### src/include/tpo_pkg.sv
// Package for the tributary path overhead monitor register block.
// Holds register indices, field positions, timing counts and the carrier types.
// Assumes a 20 MHz system clock and an AXI4-Lite master with 32-bit data.
package tpo_pkg;

    // ------------------------------------------------------------------
    // Register indices; the byte address is four times the index.
    // ------------------------------------------------------------------
    localparam logic [9:0] IDX_AIS_CTRL = 10'h010;  // Global alarm AIS control.
    localparam logic [9:0] IDX_CONFIG = 10'h108;  // Counting mode for the tributary.
    localparam logic [9:0] IDX_CFG_ALARM = 10'h109;  // Defect source, termination, status.
    localparam logic [9:0] IDX_EXPECTED = 10'h10a;  // expected_label_tug2_2.
    localparam logic [9:0] IDX_ACCEPTED = 10'h10b;  // accepted_label_tug2_2.
    localparam logic [9:0] IDX_PAR_LOW = 10'h10c;  // parity_count_low_tug2_2.
    localparam logic [9:0] IDX_PAR_HIGH = 10'h10d;  // parity_count_high_tug2_2.
    localparam logic [9:0] IDX_FAR_LOW = 10'h10e;  // far_end_count_low_tug2_2.
    localparam logic [9:0] IDX_FAR_HIGH = 10'h10f;  // far_end_count_high_tug2_2.
    localparam logic [9:0] IDX_PENDING = 10'h138;  // label_change_pending.
    localparam logic [9:0] IDX_TRIGGER = 10'h13e;  // Accumulate trigger, write only.
    localparam logic [9:0] IDX_IRQ_EN = 10'h13f;  // Per-tributary label change enables.

    // ------------------------------------------------------------------
    // Field positions, tributary numbers, acceptance count and response codes.
    // ------------------------------------------------------------------
    localparam int BIT_BLOCK_MODE = 5;  // In the configuration register.
    localparam int BIT_EXT_SEL = 7;  // In the configuration and alarm register.
    localparam int BIT_TERM_EN = 6;  // In the configuration and alarm register.
    localparam int BIT_MISMATCH = 3;  // In the configuration and alarm register.
    localparam int MON_TRIB = 1;  // Tributary served by the mapped label and counters.
    localparam int NUM_TRIB = 7;  // Tributaries in the pending register.
    localparam logic [2:0] LABEL_ACCEPT_COUNT = 3'h5;  // Consecutive multiframes to accept.
    localparam logic [1:0] RESP_OKAY = 2'h0;
    localparam logic [1:0] RESP_SLVERR = 2'h2;

    // ------------------------------------------------------------------
    // Timing: the counter snapshot must land within this bound.
    // ------------------------------------------------------------------
    localparam int CLK_MHZ = 20;
    localparam int SNAPSHOT_MAX_US = 10;
    localparam int SNAPSHOT_MAX_CYC = SNAPSHOT_MAX_US * CLK_MHZ;  // Longest time, rounded down.

    // ------------------------------------------------------------------
    // Carrier types.
    // ------------------------------------------------------------------
    typedef struct packed {
        logic awvalid;
        logic [11:0] awaddr;
        logic wvalid;
        logic [31:0] wdata;
        logic [3:0] wstrb;
        logic bready;
        logic arvalid;
        logic [11:0] araddr;
        logic rready;
    } tpo_axi_req_t;

    typedef struct packed {
        logic awready;
        logic wready;
        logic bvalid;
        logic [1:0] bresp;
        logic arready;
        logic rvalid;
        logic [31:0] rdata;
        logic [1:0] rresp;
    } tpo_axi_rsp_t;

    // All state of the block in one record.
    typedef struct packed {
        logic aw_got;
        logic [11:0] awaddr;
        logic w_got;
        logic [31:0] wdata;
        logic [3:0] wstrb;
        logic bvalid;
        logic [1:0] bresp;
        logic rvalid;
        logic [1:0] rresp;
        logic [31:0] rdata;
        logic [2:0] expected;
        logic [2:0] ais_ctrl;
        logic block_mode;
        logic ext_sel;
        logic term_en;
        logic [6:0] irq_en;
        logic [6:0][2:0] cand;
        logic [6:0][2:0] cnt;
        logic [6:0][2:0] accepted;
        logic [6:0] pending;
        logic [2:0] defect;
        logic mismatch;
        logic ais;
        logic [10:0] bip_acc;
        logic [10:0] bip_cnt;
        logic [10:0] febe_acc;
        logic [10:0] febe_cnt;
    } tpo_state_t;

endpackage

### src/rtl/tpo_monitor_regs.sv
// Register bank and per-tributary monitors for the tributary path overhead.
// Assumes overhead inputs synchronous to clk_sys and an AXI4-Lite master.
//
// How it works
// - Terminated tributary inserts AIS per global control.
// - Through tributary inserts AIS only on pointer/multiframe loss.
// - Select low: defect bits from V5 RDI/RFI.
// - Select high: defect field from Z7 extended code.
// - Writable expected label, reset zero, compared.
// - Accept label after five identical multiframes.
// - Mismatch set when accepted differs from expected.
// - Label and counter registers inert in TU3 mode.
// - Parity count eleven bits, split, wraps freely.
// - Trigger write snapshots parity count, restarts accumulator.
// - Parity counting per bit or per block.
// - Block mode adds one; bit mode adds per bit.
// - Far-end count eleven bits, snapshot on trigger.
// - Bit zero is TU3 stream or first tributary.
// - In TU3 mode bits one to six read zero.
// - Accepted label change sets pending bit.
// - Reading pending register clears all pending bits.
// - Pending bits set regardless of interrupt enable.
// - Interrupt raised only when tributary enable set.
//
// Local design decision: the AXI4-Lite interface to the registers.
`timescale 1ns/1ps
`default_nettype none

module tpo_monitor_regs (
    input wire logic clk_sys,
    input wire logic sys_rst,
    input wire tpo_pkg::tpo_axi_req_t axi_req,
    output tpo_pkg::tpo_axi_rsp_t axi_rsp,
    input wire logic tu3_mode,
    input wire logic [6:0] label_strobe,
    input wire logic [6:0][2:0] rx_label,
    input wire logic v5_rdi,
    input wire logic v5_rfi,
    input wire logic [2:0] z7_code,
    input wire logic pointer_loss,
    input wire logic multiframe_loss,
    input wire logic bip_valid,
    input wire logic [1:0] bip_err,
    input wire logic far_end_error,
    output logic ais_insert,
    output logic label_mismatch_state,
    output logic [2:0] defect_status,
    output logic irq
);

    // ------------------------------------------------------------------
    // State and combinational helpers.
    // ------------------------------------------------------------------
    tpo_pkg::tpo_state_t s_ff;  // Registered state of the whole block.
    tpo_pkg::tpo_state_t nxt_s;  // Next state.
    logic aw_take;  // Write address accepted this cycle.
    logic w_take;  // Write data accepted this cycle.
    logic ar_take;  // Read address accepted this cycle.
    logic wr_fire;  // Register write carried out this cycle.
    logic [9:0] wr_idx;  // Index of the pending write.
    logic [9:0] rd_idx;  // Index of the read being taken.
    logic trig;  // Accumulate trigger write this cycle.
    logic [10:0] bip_inc;  // Parity errors seen this cycle.
    logic [10:0] febe_inc;  // Far-end errors seen this cycle.
    logic [6:0] pend_set;  // Label change events this cycle.
    logic [6:0] pend_clr;  // Pending bits cleared by a read.
    logic [6:0] pend_vis;  // Pending bits as software sees them.

    // Ready outputs are combinational; valid, response and data come from flip-flops.
    assign axi_rsp.awready = !s_ff.aw_got && !s_ff.bvalid;
    assign axi_rsp.wready = !s_ff.w_got && !s_ff.bvalid;
    assign axi_rsp.arready = !s_ff.rvalid;
    assign axi_rsp.bvalid = s_ff.bvalid;
    assign axi_rsp.bresp = s_ff.bresp;
    assign axi_rsp.rvalid = s_ff.rvalid;
    assign axi_rsp.rdata = s_ff.rdata;
    assign axi_rsp.rresp = s_ff.rresp;
    assign aw_take = axi_req.awvalid && axi_rsp.awready;
    assign w_take = axi_req.wvalid && axi_rsp.wready;
    assign ar_take = axi_req.arvalid && axi_rsp.arready;
    assign wr_fire = s_ff.aw_got && s_ff.w_got && !s_ff.bvalid;
    assign wr_idx = s_ff.awaddr[11:2];
    assign rd_idx = axi_req.araddr[11:2];
    assign trig = wr_fire && (wr_idx == tpo_pkg::IDX_TRIGGER);

    // In TU3 mode the upper pending bits are unused and read as zero.
    assign pend_vis = tu3_mode ? {6'h00, s_ff.pending[0]} : s_ff.pending;

    // Status outputs straight from state.
    assign ais_insert = s_ff.ais;
    assign label_mismatch_state = s_ff.mismatch;
    assign defect_status = s_ff.defect;
    // Enable gates only the interrupt, never the pending bit itself.
    assign irq = |(pend_vis & s_ff.irq_en);

    // ------------------------------------------------------------------
    // Error increments for the monitored tributary.
    // ------------------------------------------------------------------
    always_comb begin
        bip_inc = 11'h000;
        febe_inc = 11'h000;
        if (bip_valid && !tu3_mode) begin
            if (s_ff.block_mode) begin
                bip_inc = {10'h000, |bip_err};
            end else begin
                bip_inc = {10'h000, bip_err[0]} + {10'h000, bip_err[1]};
            end
        end
        if (far_end_error && !tu3_mode) begin
            febe_inc = 11'h001;
        end
    end

    // ------------------------------------------------------------------
    // Next-state logic for bus, labels, counters and alarms.
    // ------------------------------------------------------------------
    always_comb begin
        nxt_s = s_ff;
        pend_set = 7'h00;
        pend_clr = 7'h00;

        // Write address and data are taken in either order.
        if (aw_take) begin
            nxt_s.aw_got = 1'b1;
            nxt_s.awaddr = axi_req.awaddr;
        end
        if (w_take) begin
            nxt_s.w_got = 1'b1;
            nxt_s.wdata = axi_req.wdata;
            nxt_s.wstrb = axi_req.wstrb;
        end
        if (s_ff.bvalid && axi_req.bready) begin
            nxt_s.bvalid = 1'b0;
        end

        // Carry out the write once both halves are held.
        if (wr_fire) begin
            nxt_s.aw_got = 1'b0;
            nxt_s.w_got = 1'b0;
            nxt_s.bvalid = 1'b1;
            nxt_s.bresp = tpo_pkg::RESP_OKAY;
            if (wr_idx == tpo_pkg::IDX_AIS_CTRL) begin
                if (s_ff.wstrb[0]) begin
                    nxt_s.ais_ctrl = s_ff.wdata[2:0];
                end
            end else if (wr_idx == tpo_pkg::IDX_CONFIG) begin
                if (s_ff.wstrb[0]) begin
                    nxt_s.block_mode = s_ff.wdata[tpo_pkg::BIT_BLOCK_MODE];
                end
            end else if (wr_idx == tpo_pkg::IDX_CFG_ALARM) begin
                if (s_ff.wstrb[0]) begin
                    nxt_s.ext_sel = s_ff.wdata[tpo_pkg::BIT_EXT_SEL];
                    nxt_s.term_en = s_ff.wdata[tpo_pkg::BIT_TERM_EN];
                end
            end else if (wr_idx == tpo_pkg::IDX_EXPECTED) begin
                // The expected label is frozen while the stream is TU3.
                if (s_ff.wstrb[0] && !tu3_mode) begin
                    nxt_s.expected = s_ff.wdata[2:0];
                end
            end else if (wr_idx == tpo_pkg::IDX_IRQ_EN) begin
                if (s_ff.wstrb[0]) begin
                    nxt_s.irq_en = s_ff.wdata[6:0];
                end
            end else if (wr_idx == tpo_pkg::IDX_TRIGGER || wr_idx == tpo_pkg::IDX_PENDING ||
                         (wr_idx >= tpo_pkg::IDX_ACCEPTED && wr_idx <= tpo_pkg::IDX_FAR_HIGH)) begin
                // Read-only and trigger locations accept and drop the data.
                nxt_s.bresp = tpo_pkg::RESP_OKAY;
            end else begin
                nxt_s.bresp = tpo_pkg::RESP_SLVERR;
            end
        end

        // Read channel: one read in flight; data held until taken.
        if (s_ff.rvalid && axi_req.rready) begin
            nxt_s.rvalid = 1'b0;
        end
        if (ar_take) begin
            nxt_s.rvalid = 1'b1;
            nxt_s.rresp = tpo_pkg::RESP_OKAY;
            nxt_s.rdata = 32'h0000_0000;
            if (rd_idx == tpo_pkg::IDX_AIS_CTRL) begin
                nxt_s.rdata[2:0] = s_ff.ais_ctrl;
            end else if (rd_idx == tpo_pkg::IDX_CONFIG) begin
                nxt_s.rdata[tpo_pkg::BIT_BLOCK_MODE] = s_ff.block_mode;
            end else if (rd_idx == tpo_pkg::IDX_CFG_ALARM) begin
                nxt_s.rdata[tpo_pkg::BIT_EXT_SEL] = s_ff.ext_sel;
                nxt_s.rdata[tpo_pkg::BIT_TERM_EN] = s_ff.term_en;
                nxt_s.rdata[tpo_pkg::BIT_MISMATCH] = s_ff.mismatch;
                nxt_s.rdata[2:0] = s_ff.defect;
            end else if (rd_idx == tpo_pkg::IDX_EXPECTED) begin
                nxt_s.rdata[2:0] = s_ff.expected;
            end else if (rd_idx == tpo_pkg::IDX_ACCEPTED) begin
                nxt_s.rdata[2:0] = s_ff.accepted[tpo_pkg::MON_TRIB];
            end else if (rd_idx == tpo_pkg::IDX_PAR_LOW) begin
                nxt_s.rdata[7:0] = s_ff.bip_cnt[7:0];
            end else if (rd_idx == tpo_pkg::IDX_PAR_HIGH) begin
                nxt_s.rdata[2:0] = s_ff.bip_cnt[10:8];
            end else if (rd_idx == tpo_pkg::IDX_FAR_LOW) begin
                nxt_s.rdata[7:0] = s_ff.febe_cnt[7:0];
            end else if (rd_idx == tpo_pkg::IDX_FAR_HIGH) begin
                nxt_s.rdata[2:0] = s_ff.febe_cnt[10:8];
            end else if (rd_idx == tpo_pkg::IDX_PENDING) begin
                // Bit 7 is reserved and reads zero; the read acknowledges everything.
                nxt_s.rdata[6:0] = pend_vis;
                pend_clr = 7'h7f;
            end else if (rd_idx == tpo_pkg::IDX_IRQ_EN) begin
                nxt_s.rdata[6:0] = s_ff.irq_en;
            end else if (rd_idx == tpo_pkg::IDX_TRIGGER) begin
                nxt_s.rdata = 32'h0000_0000;
            end else begin
                nxt_s.rresp = tpo_pkg::RESP_SLVERR;
            end
        end

        // Label acceptance per tributary; only the TU3 stream runs in TU3 mode.
        for (int t = 0; t < tpo_pkg::NUM_TRIB; t++) begin
            if (label_strobe[t] && (!tu3_mode || t == 0)) begin
                if (rx_label[t] != s_ff.cand[t]) begin
                    nxt_s.cand[t] = rx_label[t];
                    nxt_s.cnt[t] = 3'h1;
                end else if (s_ff.cnt[t] < tpo_pkg::LABEL_ACCEPT_COUNT) begin
                    nxt_s.cnt[t] = s_ff.cnt[t] + 3'h1;
                    if (s_ff.cnt[t] + 3'h1 == tpo_pkg::LABEL_ACCEPT_COUNT) begin
                        nxt_s.accepted[t] = s_ff.cand[t];
                        // A change sets pending whatever the enable says.
                        pend_set[t] = (s_ff.accepted[t] != s_ff.cand[t]);
                    end
                end
            end
        end
        // A new event wins over a clear in the same cycle.
        nxt_s.pending = (s_ff.pending & ~pend_clr) | pend_set;

        // Mismatch of the monitored tributary; inert in TU3 mode.
        if (tu3_mode) begin
            nxt_s.mismatch = 1'b0;
        end else begin
            nxt_s.mismatch = (s_ff.accepted[tpo_pkg::MON_TRIB] != s_ff.expected);
        end

        // Remote defect status sampled once per multiframe.
        if (label_strobe[tpo_pkg::MON_TRIB]) begin
            if (s_ff.ext_sel) begin
                nxt_s.defect = z7_code;
            end else begin
                nxt_s.defect = {1'b0, v5_rfi, v5_rdi};
            end
        end

        // AIS: terminated paths follow every enabled cause, through paths only losses.
        if (s_ff.term_en) begin
            nxt_s.ais = |({s_ff.mismatch, multiframe_loss, pointer_loss} & s_ff.ais_ctrl);
        end else begin
            nxt_s.ais = |({multiframe_loss, pointer_loss} & s_ff.ais_ctrl[1:0]);
        end

        // Counters wrap instead of saturating; a trigger snapshots and restarts.
        // An error in the trigger cycle opens the new interval so none is lost.
        if (trig) begin
            nxt_s.bip_cnt = s_ff.bip_acc;
            nxt_s.bip_acc = bip_inc;
            nxt_s.febe_cnt = s_ff.febe_acc;
            nxt_s.febe_acc = febe_inc;
        end else begin
            nxt_s.bip_acc = s_ff.bip_acc + bip_inc;
            nxt_s.febe_acc = s_ff.febe_acc + febe_inc;
        end
    end

    // ------------------------------------------------------------------
    // State register; synchronous reset clears everything to zero.
    // ------------------------------------------------------------------
    always_ff @(posedge clk_sys) begin
        if (sys_rst) begin
            s_ff <= '0;
        end else begin
            s_ff <= nxt_s;
        end
    end
endmodule

`default_nettype wire

### config.mk
export PLATFORM = sky130hd
export DESIGN_NAME = tpo_monitor_regs
export DESIGN_NICKNAME = d
export VERILOG_FILES = /design/src/include/tpo_pkg.sv /design/src/rtl/tpo_monitor_regs.sv
export SDC_FILE = /design/constraint.sdc
export NUM_CORES = 1
export LEC_CHECK = 0
export BUFFER_PORTS_ARGS = -buffer_cell sky130_fd_sc_hd__clkbuf_2
export CELL_PAD_IN_SITES_DETAIL_PLACEMENT = 1
export CELL_PAD_IN_SITES_GLOBAL_PLACEMENT = 2
export CORE_ASPECT_RATIO = 0.8
export CORE_MARGIN = 5
export CORE_UTILIZATION = 33
export DETAILED_ROUTE_END_ITERATION = 10
export HOLD_SLACK_MARGIN = 0.15
export PLACE_DENSITY = 0.91
export SLEW_MARGIN = 20
export SYNTH_ARGS = -nofsm -noshare
export SYNTH_HDL_FRONTEND = slang
export SYNTH_SLANG_ARGS = --single-unit
### constraint.sdc
create_clock -name clk_sys -period 3.17 [get_ports clk_sys]
set_input_delay 0.1585 -clock clk_sys [delete_from_list [all_inputs] [get_ports clk_sys]]
set_output_delay 0.1585 -clock clk_sys [all_outputs]
set_load 0.03 [all_outputs]
### Yosys cells after proc, flatten, opt, wreduce, memory -nomap -nowiden

Index checks and enable logic that the tools add are counted.

| cells by class | value |
|---|---|
| muxes and demuxes | 141 |
| equality and inequality tests | 41 |
| reductions and logical operators | 68 |
| bitwise gates (word level) | 17 |
| $lt $le $gt $ge | 9 |
| $add $sub $neg | 10 |

Operators by type and width:

| cell | count |
|---|---|
| $mux 31 | 21 |
| $mux 32 | 12 |
| $eq 10x9->1 const B | 17 |
| $mux 7 | 24 |
| $mux 26 | 3 |
| $mux 8 | 8 |
| $mux 3 | 21 |
| $mux 27 | 2 |
| $ne 3x3->1 | 15 |
| $mux 35 | 1 |
| $mux 1 | 33 |
| $mux 11 | 3 |
| $reduce_and 4->1 | 8 |
| $mux 28 | 1 |
| $reduce_and 2->1 | 14 |
| $add 3x1->3 const B | 7 |
| $eq 3x3->1 const B | 7 |
| $lt 3x3->1 const B | 7 |
| $eq 10x5->1 const B | 2 |
| $logic_and 1x1->1 | 20 |
| $mux 2 | 10 |
| $reduce_bool 2->1 | 9 |
| $and 7x7->7 | 2 |
| $add 11x1->11 | 1 |
| other kinds (20) | 38 |

| storage, ports and cells | value |
|---|---|
| register bits after elaboration | 196 |
| output and inout port bits | 47 |
| bits of input ports | 107 |

### Logic depth before layout (Yosys ltp)

| depth | value |
|---|---|
| depth in word-level cells | 57 |
| gate-level depth with buffers | 11 |
| gate-level depth less buffers | 11 |

### Least setup slack after synthesis

OpenSTA, ideal clock, no wires.

| timing path | value |
|---|---|
| kind | in2reg |
| start | input bip_err[0] |
| end | register s_ff[43] (netlist name) |
| stages on the path | 11 |
| data required time | 3,100 ps |
| arrival | 2,298 ps |
| slack | 803 ps |
| cells stage by stage | inv_1 > ha_1 > nor2_1 > a2111oi_0 > ha_1 > inv_1 > fa_1 > nor2_1 > nand2_1 > or3_1 > a21oi_1 |

| between the ends | value |
|---|---|
| cells in the longest elaborated chain, start to end | 5 |
| elaborated cells between the ends (all ways) | 6 |

Ends and longest elaborated chain:

| element | RTL line | source |
|---|---|---|
| start, declared | tpo_monitor_regs.sv:43 | `input wire logic [1:0] bip_err,` |
| $add 1x1->2 / $reduce_or 2->1 (equally long branches) | tpo_monitor_regs.sv:106, tpo_monitor_regs.sv:104 |  |
| $mux 2 (*) | tpo_monitor_regs.sv:103 | `if (s_ff.block_mode) begin` |
| $mux 11 (*) | tpo_monitor_regs.sv:102 | `if (bip_valid && !tu3_mode) begin` |
| $add 11x11->11 (*) | tpo_monitor_regs.sv:265 | `nxt_s.bip_acc = s_ff.bip_acc + bip_inc;` |
| $mux 11 (*) | tpo_monitor_regs.sv:259 | `if (trig) begin` |
| end signal, assigned | tpo_monitor_regs.sv:277 | `s_ff <= nxt_s;` |
| end, declared | tpo_monitor_regs.sv:54 | `tpo_pkg::tpo_state_t s_ff;` |

Mark *: on every way between the ends. The rest lies on a longest branch, timed or not.
A chain may end at the register's enable or synchronous reset.

### Worst setup path after layout

| timing path | value |
|---|---|
| start | register s_ff[128] (netlist name) |
| end | register s_ff[43] (netlist name) |

| between the ends | value |
|---|---|
| cells in the longest elaborated chain, start to end | 4 |

Ends and longest elaborated chain:

| element | RTL line |
|---|---|
| $mux 2 | tpo_monitor_regs.sv:103 |
| $mux 11 | tpo_monitor_regs.sv:102 |
| $add 11x11->11 | tpo_monitor_regs.sv:265 |
| $mux 11 | tpo_monitor_regs.sv:259 |

Every way passes these cells.

==> qor.txt <==
cell area after synthesis = 8330 sq um
P_sw = 0.00131 W
Post-synth ARST share = 0
EDFF count, synth = 0
H-tree depth = 4
CP most frequent cell = nor2_1
Synth Instances = 979
Critical path origin = s_ff[128]
Placer Congestion = 0.844
CP top delay family = adder cells
Port Buffers = 96
FMAX = 396 MHz
global-route wire length before repair = 39.1 mm
GRT overflow = 0
Clk network pwr share = 0.451
Syn. warnings = 0
CP max stage delay = 0.51 ns
RR Endpoint = s_ff[43]
via count = 7231
final net count = 1233
CTS max path bufs = 2
slowest cell on the critical path = a2111oi_0
CTS tree = built
Mean Syn Cell Area = 8.51 sq um
fin crit share = 0.796
vias in the first global route = 7457
DIE WIDTH = 188 microns
diode count = 0
area grow syn2layout = 21.6%
Site Rows = 52
sequential power share = 0.445
Tot Pwr = 0.00499 W
Combinational Power Share = 0.104
WP depth = 9
CP endpoint = s_ff[43]
Critical Path End Type = register
Reg2Reg Depth = 9
Die Area = 28500 sq um
first-pass detailed-route iteration total = 5
crit start category = register
Initial Util = 0.332
CTS root buffer = clkbuf_16
Die H = 152 microns
DRC = 0
Crit path required time = 3.53 ns
IO Pins = 154
Tmin final = 2.52 ns
final antenna-violating net count = 0
total wire length = 24.0 mm
final setup violation count = 0
R2R setup slack = 0.65 ns
DR vias/cell = 5.01
reported leakage power = 3.81 nW
pwr/cell area = 493 nW/um^2
Fill cells = 2993
Worst Max-Slew Pin Slew = 0.784 ns
GRT Total Usage = 0.167
kind of critical path = reg -> reg
Internal = 0.00368 W
CTS buffer count = 17
crit path buf inv count = 1
initial antenna violation count = 0
post-synth cell types = 60
clk_lat worst skew = 0.44 ns
synthesized flop and latch total = 168
largest net degree at the start of global routing = 98
core box area = 25100 sq um
status = complete, no violations
CP cell instances = nor2_1 > a2111oi_0 > ha_1 > inv_1 > fa_1 > nor2_1 > nand2_1 > or3_1 > a21oi_1
DRT iter0 DRCs = 377
Layout Skew = 0.00991 ns
RSZ-0062 raised after global routing = no
total of max-cap violations = 0
Worst EP arrival = 2.89 ns
VDD IR max = 0.000351 V
CP max FO = 3
dpl hpwl = 17.0 mm
Switching Share = 0.263
Setup Fix Bufs, Post-CTS = 0
HP Class = in -> reg
register area share after synthesis = 0.404
Rel. slew slack = 0.475
Clk pin slew, worst setup/hold paths = 0.07 ns
setup TNS = 0 ns
worst r2r src = s_ff[128]
CTS sink count = 168
Most used DFF post-synth = dfxtp_1
fraction of layout cells with a size suffix above 1 = 0.145
Slew Viols, Final = 0
endpoints failing hold = 0
mean routed wirelength per cell = 16.7 microns
[layer usage]
| layer | share of wire | wire length, microns | track usage |
|---|---|---|---|
| met3 | 0.054 | 1300 | 0.0412 |
| met1 | 0.47 | 11400 | 0.224 |
| met5 | 0 | 0 | 0 |
| met4 | 0.017 | 406 | 0.0507 |
| met2 | 0.46 | 11000 | 0.267 |
[per-stage QoR]
stage	setup WS [ns]	util	instance area (sq um)	std cells	hold slack, ns
finish	0.646	0.403	10100	1442	0.168
global route	0.402	0.403	10100	1442	0.190
CTS	0.610	0.403	10100	1442	0.152
detailed placement	0.399	0.355	8930	1353	0.351
global placement	0.429	0.355	8930	1353	0.348
floorplan	0.803	-	8430	1004	0.254
[Yosys cell counts, types with 7 or more instances]
cell type / count / share of area
ha_1: 20 / 0.030
buf_2: 16 / 0.0096
o21ai_0: 21 / 0.013
xor2_1: 15 / 0.016
nor2_1: 123 / 0.055
buf_4: 41 / 0.037
nand3_1: 26 / 0.016
a21oi_1: 78 / 0.047
clkbuf_1: 21 / 0.0095
xnor2_1: 57 / 0.060
a211oi_1: 17 / 0.015
nor2b_1: 9 / 0.0068
a22oi_1: 17 / 0.015
nor3_1: 22 / 0.013
inv_1: 25 / 0.011
mux2i_1: 58 / 0.070
a41o_1: 7 / 0.0084
nand2_1: 139 / 0.063
dfxtp_1: 168 / 0.40
[repair_timing]
action / in CTS / in global routing
hold endpoints to repair: 49 / 0
hold buffers: 57 / 0
resized for setup: 0 / 0
[flip-flops by register name (all words and copies together) (netlist names)]
name                  flops
defect_status             3
label_mismatch_state      1
axi_rsp                  12
s_ff                    151
ais_insert                1
[cell usage in the layout, fill, tap and decap left out, types with 4 or more instances in the layout]
| cell | instances |
|---|---|
| dfxtp_1 | 168 |
| nand2_1 | 139 |
| nor2_1 | 123 |
| clkbuf_2 | 95 |
| a21oi_1 | 78 |
| mux2i_1 | 58 |
| xnor2_1 | 57 |
| dlygate4sd3_1 | 57 |
| nand3_1 | 26 |
| conb_1 | 26 |
| inv_1 | 25 |
| nor3_1 | 22 |
| o21ai_0 | 21 |
| ha_1 | 20 |
| a22oi_1 | 17 |
| a211oi_1 | 17 |
| clkbuf_16 | 17 |
| xor2_1 | 15 |
| buf_4 | 14 |
| nor2b_1 | 9 |
| a41o_1 | 7 |
| a221oi_1 | 6 |
| mux2_2 | 6 |
| nor4_1 | 6 |
| a32oi_1 | 5 |
| nor3_2 | 5 |
| nand4_1 | 5 |
| nand2b_1 | 5 |
| a22o_1 | 5 |
| or3_1 | 4 |
[power groups by stage]
stage / Sequential, W / Combinational [W] / Clock [W]
global route: 0.00223 / 0.000571 / 0.00239
CTS: 0.00222 / 0.000517 / 0.00231
finish: 0.00222 / 0.000519 / 0.00225
global placement: 0.00227 / 0.000447 / 0
floorplan: 0.00225 / 0.000358 / 0
detailed placement: 0.00227 / 0.000459 / 0
[worst min-delay path: cells and delay by family]
kind                   cells  cell delay, ns
buffers and inverters      1            0.17
AOI/OAI and AO/OA          2            0.16
and+or+nand+nor            1            0.06
[worst min path at each step]
| stage | slack (ns) | cells past startpoint | end | startpoint |
|---|---|---|---|---|
| CTS | 0.15 | 4 | s_ff[11] | far_end_error |
| global route | 0.19 | 4 | s_ff[33] | tu3_mode |
| floorplan | 0.25 | 1 | defect_status[1] | label_strobe[1] |
| global placement | 0.35 | 2 | axi_rsp[34] | axi_req[0] |
| detailed placement | 0.35 | 2 | axi_rsp[34] | axi_req[0] |
| finish | 0.17 | 4 | s_ff[33] | tu3_mode |
[cell families (layout without fill, tap and decap cells)]
kind of cell / Yosys count / count (layout) / synth area share
fa+ha+maj: 21 / 21 / 0.0324
xor+xnor: 72 / 72 / 0.0757
mux: 64 / 64 / 0.0778
flops: 168 / 168 / 0.404
buf+inv: 110 / 224 / 0.0731
other cells: 1 / 26 / 0.000450
simple gates: 371 / 371 / 0.204
compound gates: 172 / 172 / 0.133
[layout make-up]
| cell class | instances | area [sq um] | share of cell area |
|---|---|---|---|
| Clock inverter | 13 | 183 | 0.0180 |
| Sequential cell | 168 | 3360 | 0.332 |
| Timing Repair Buffer | 167 | 1170 | 0.116 |
| Multi-Input combinational cell | 726 | 4460 | 0.440 |
| Tap cell | 324 | 405 | 0.0400 |
| Inverter | 25 | 93.8 | 0.00926 |
| Clock buffer | 19 | 453 | 0.0447 |
No activity file was read; power rests on OpenSTA's default activity.
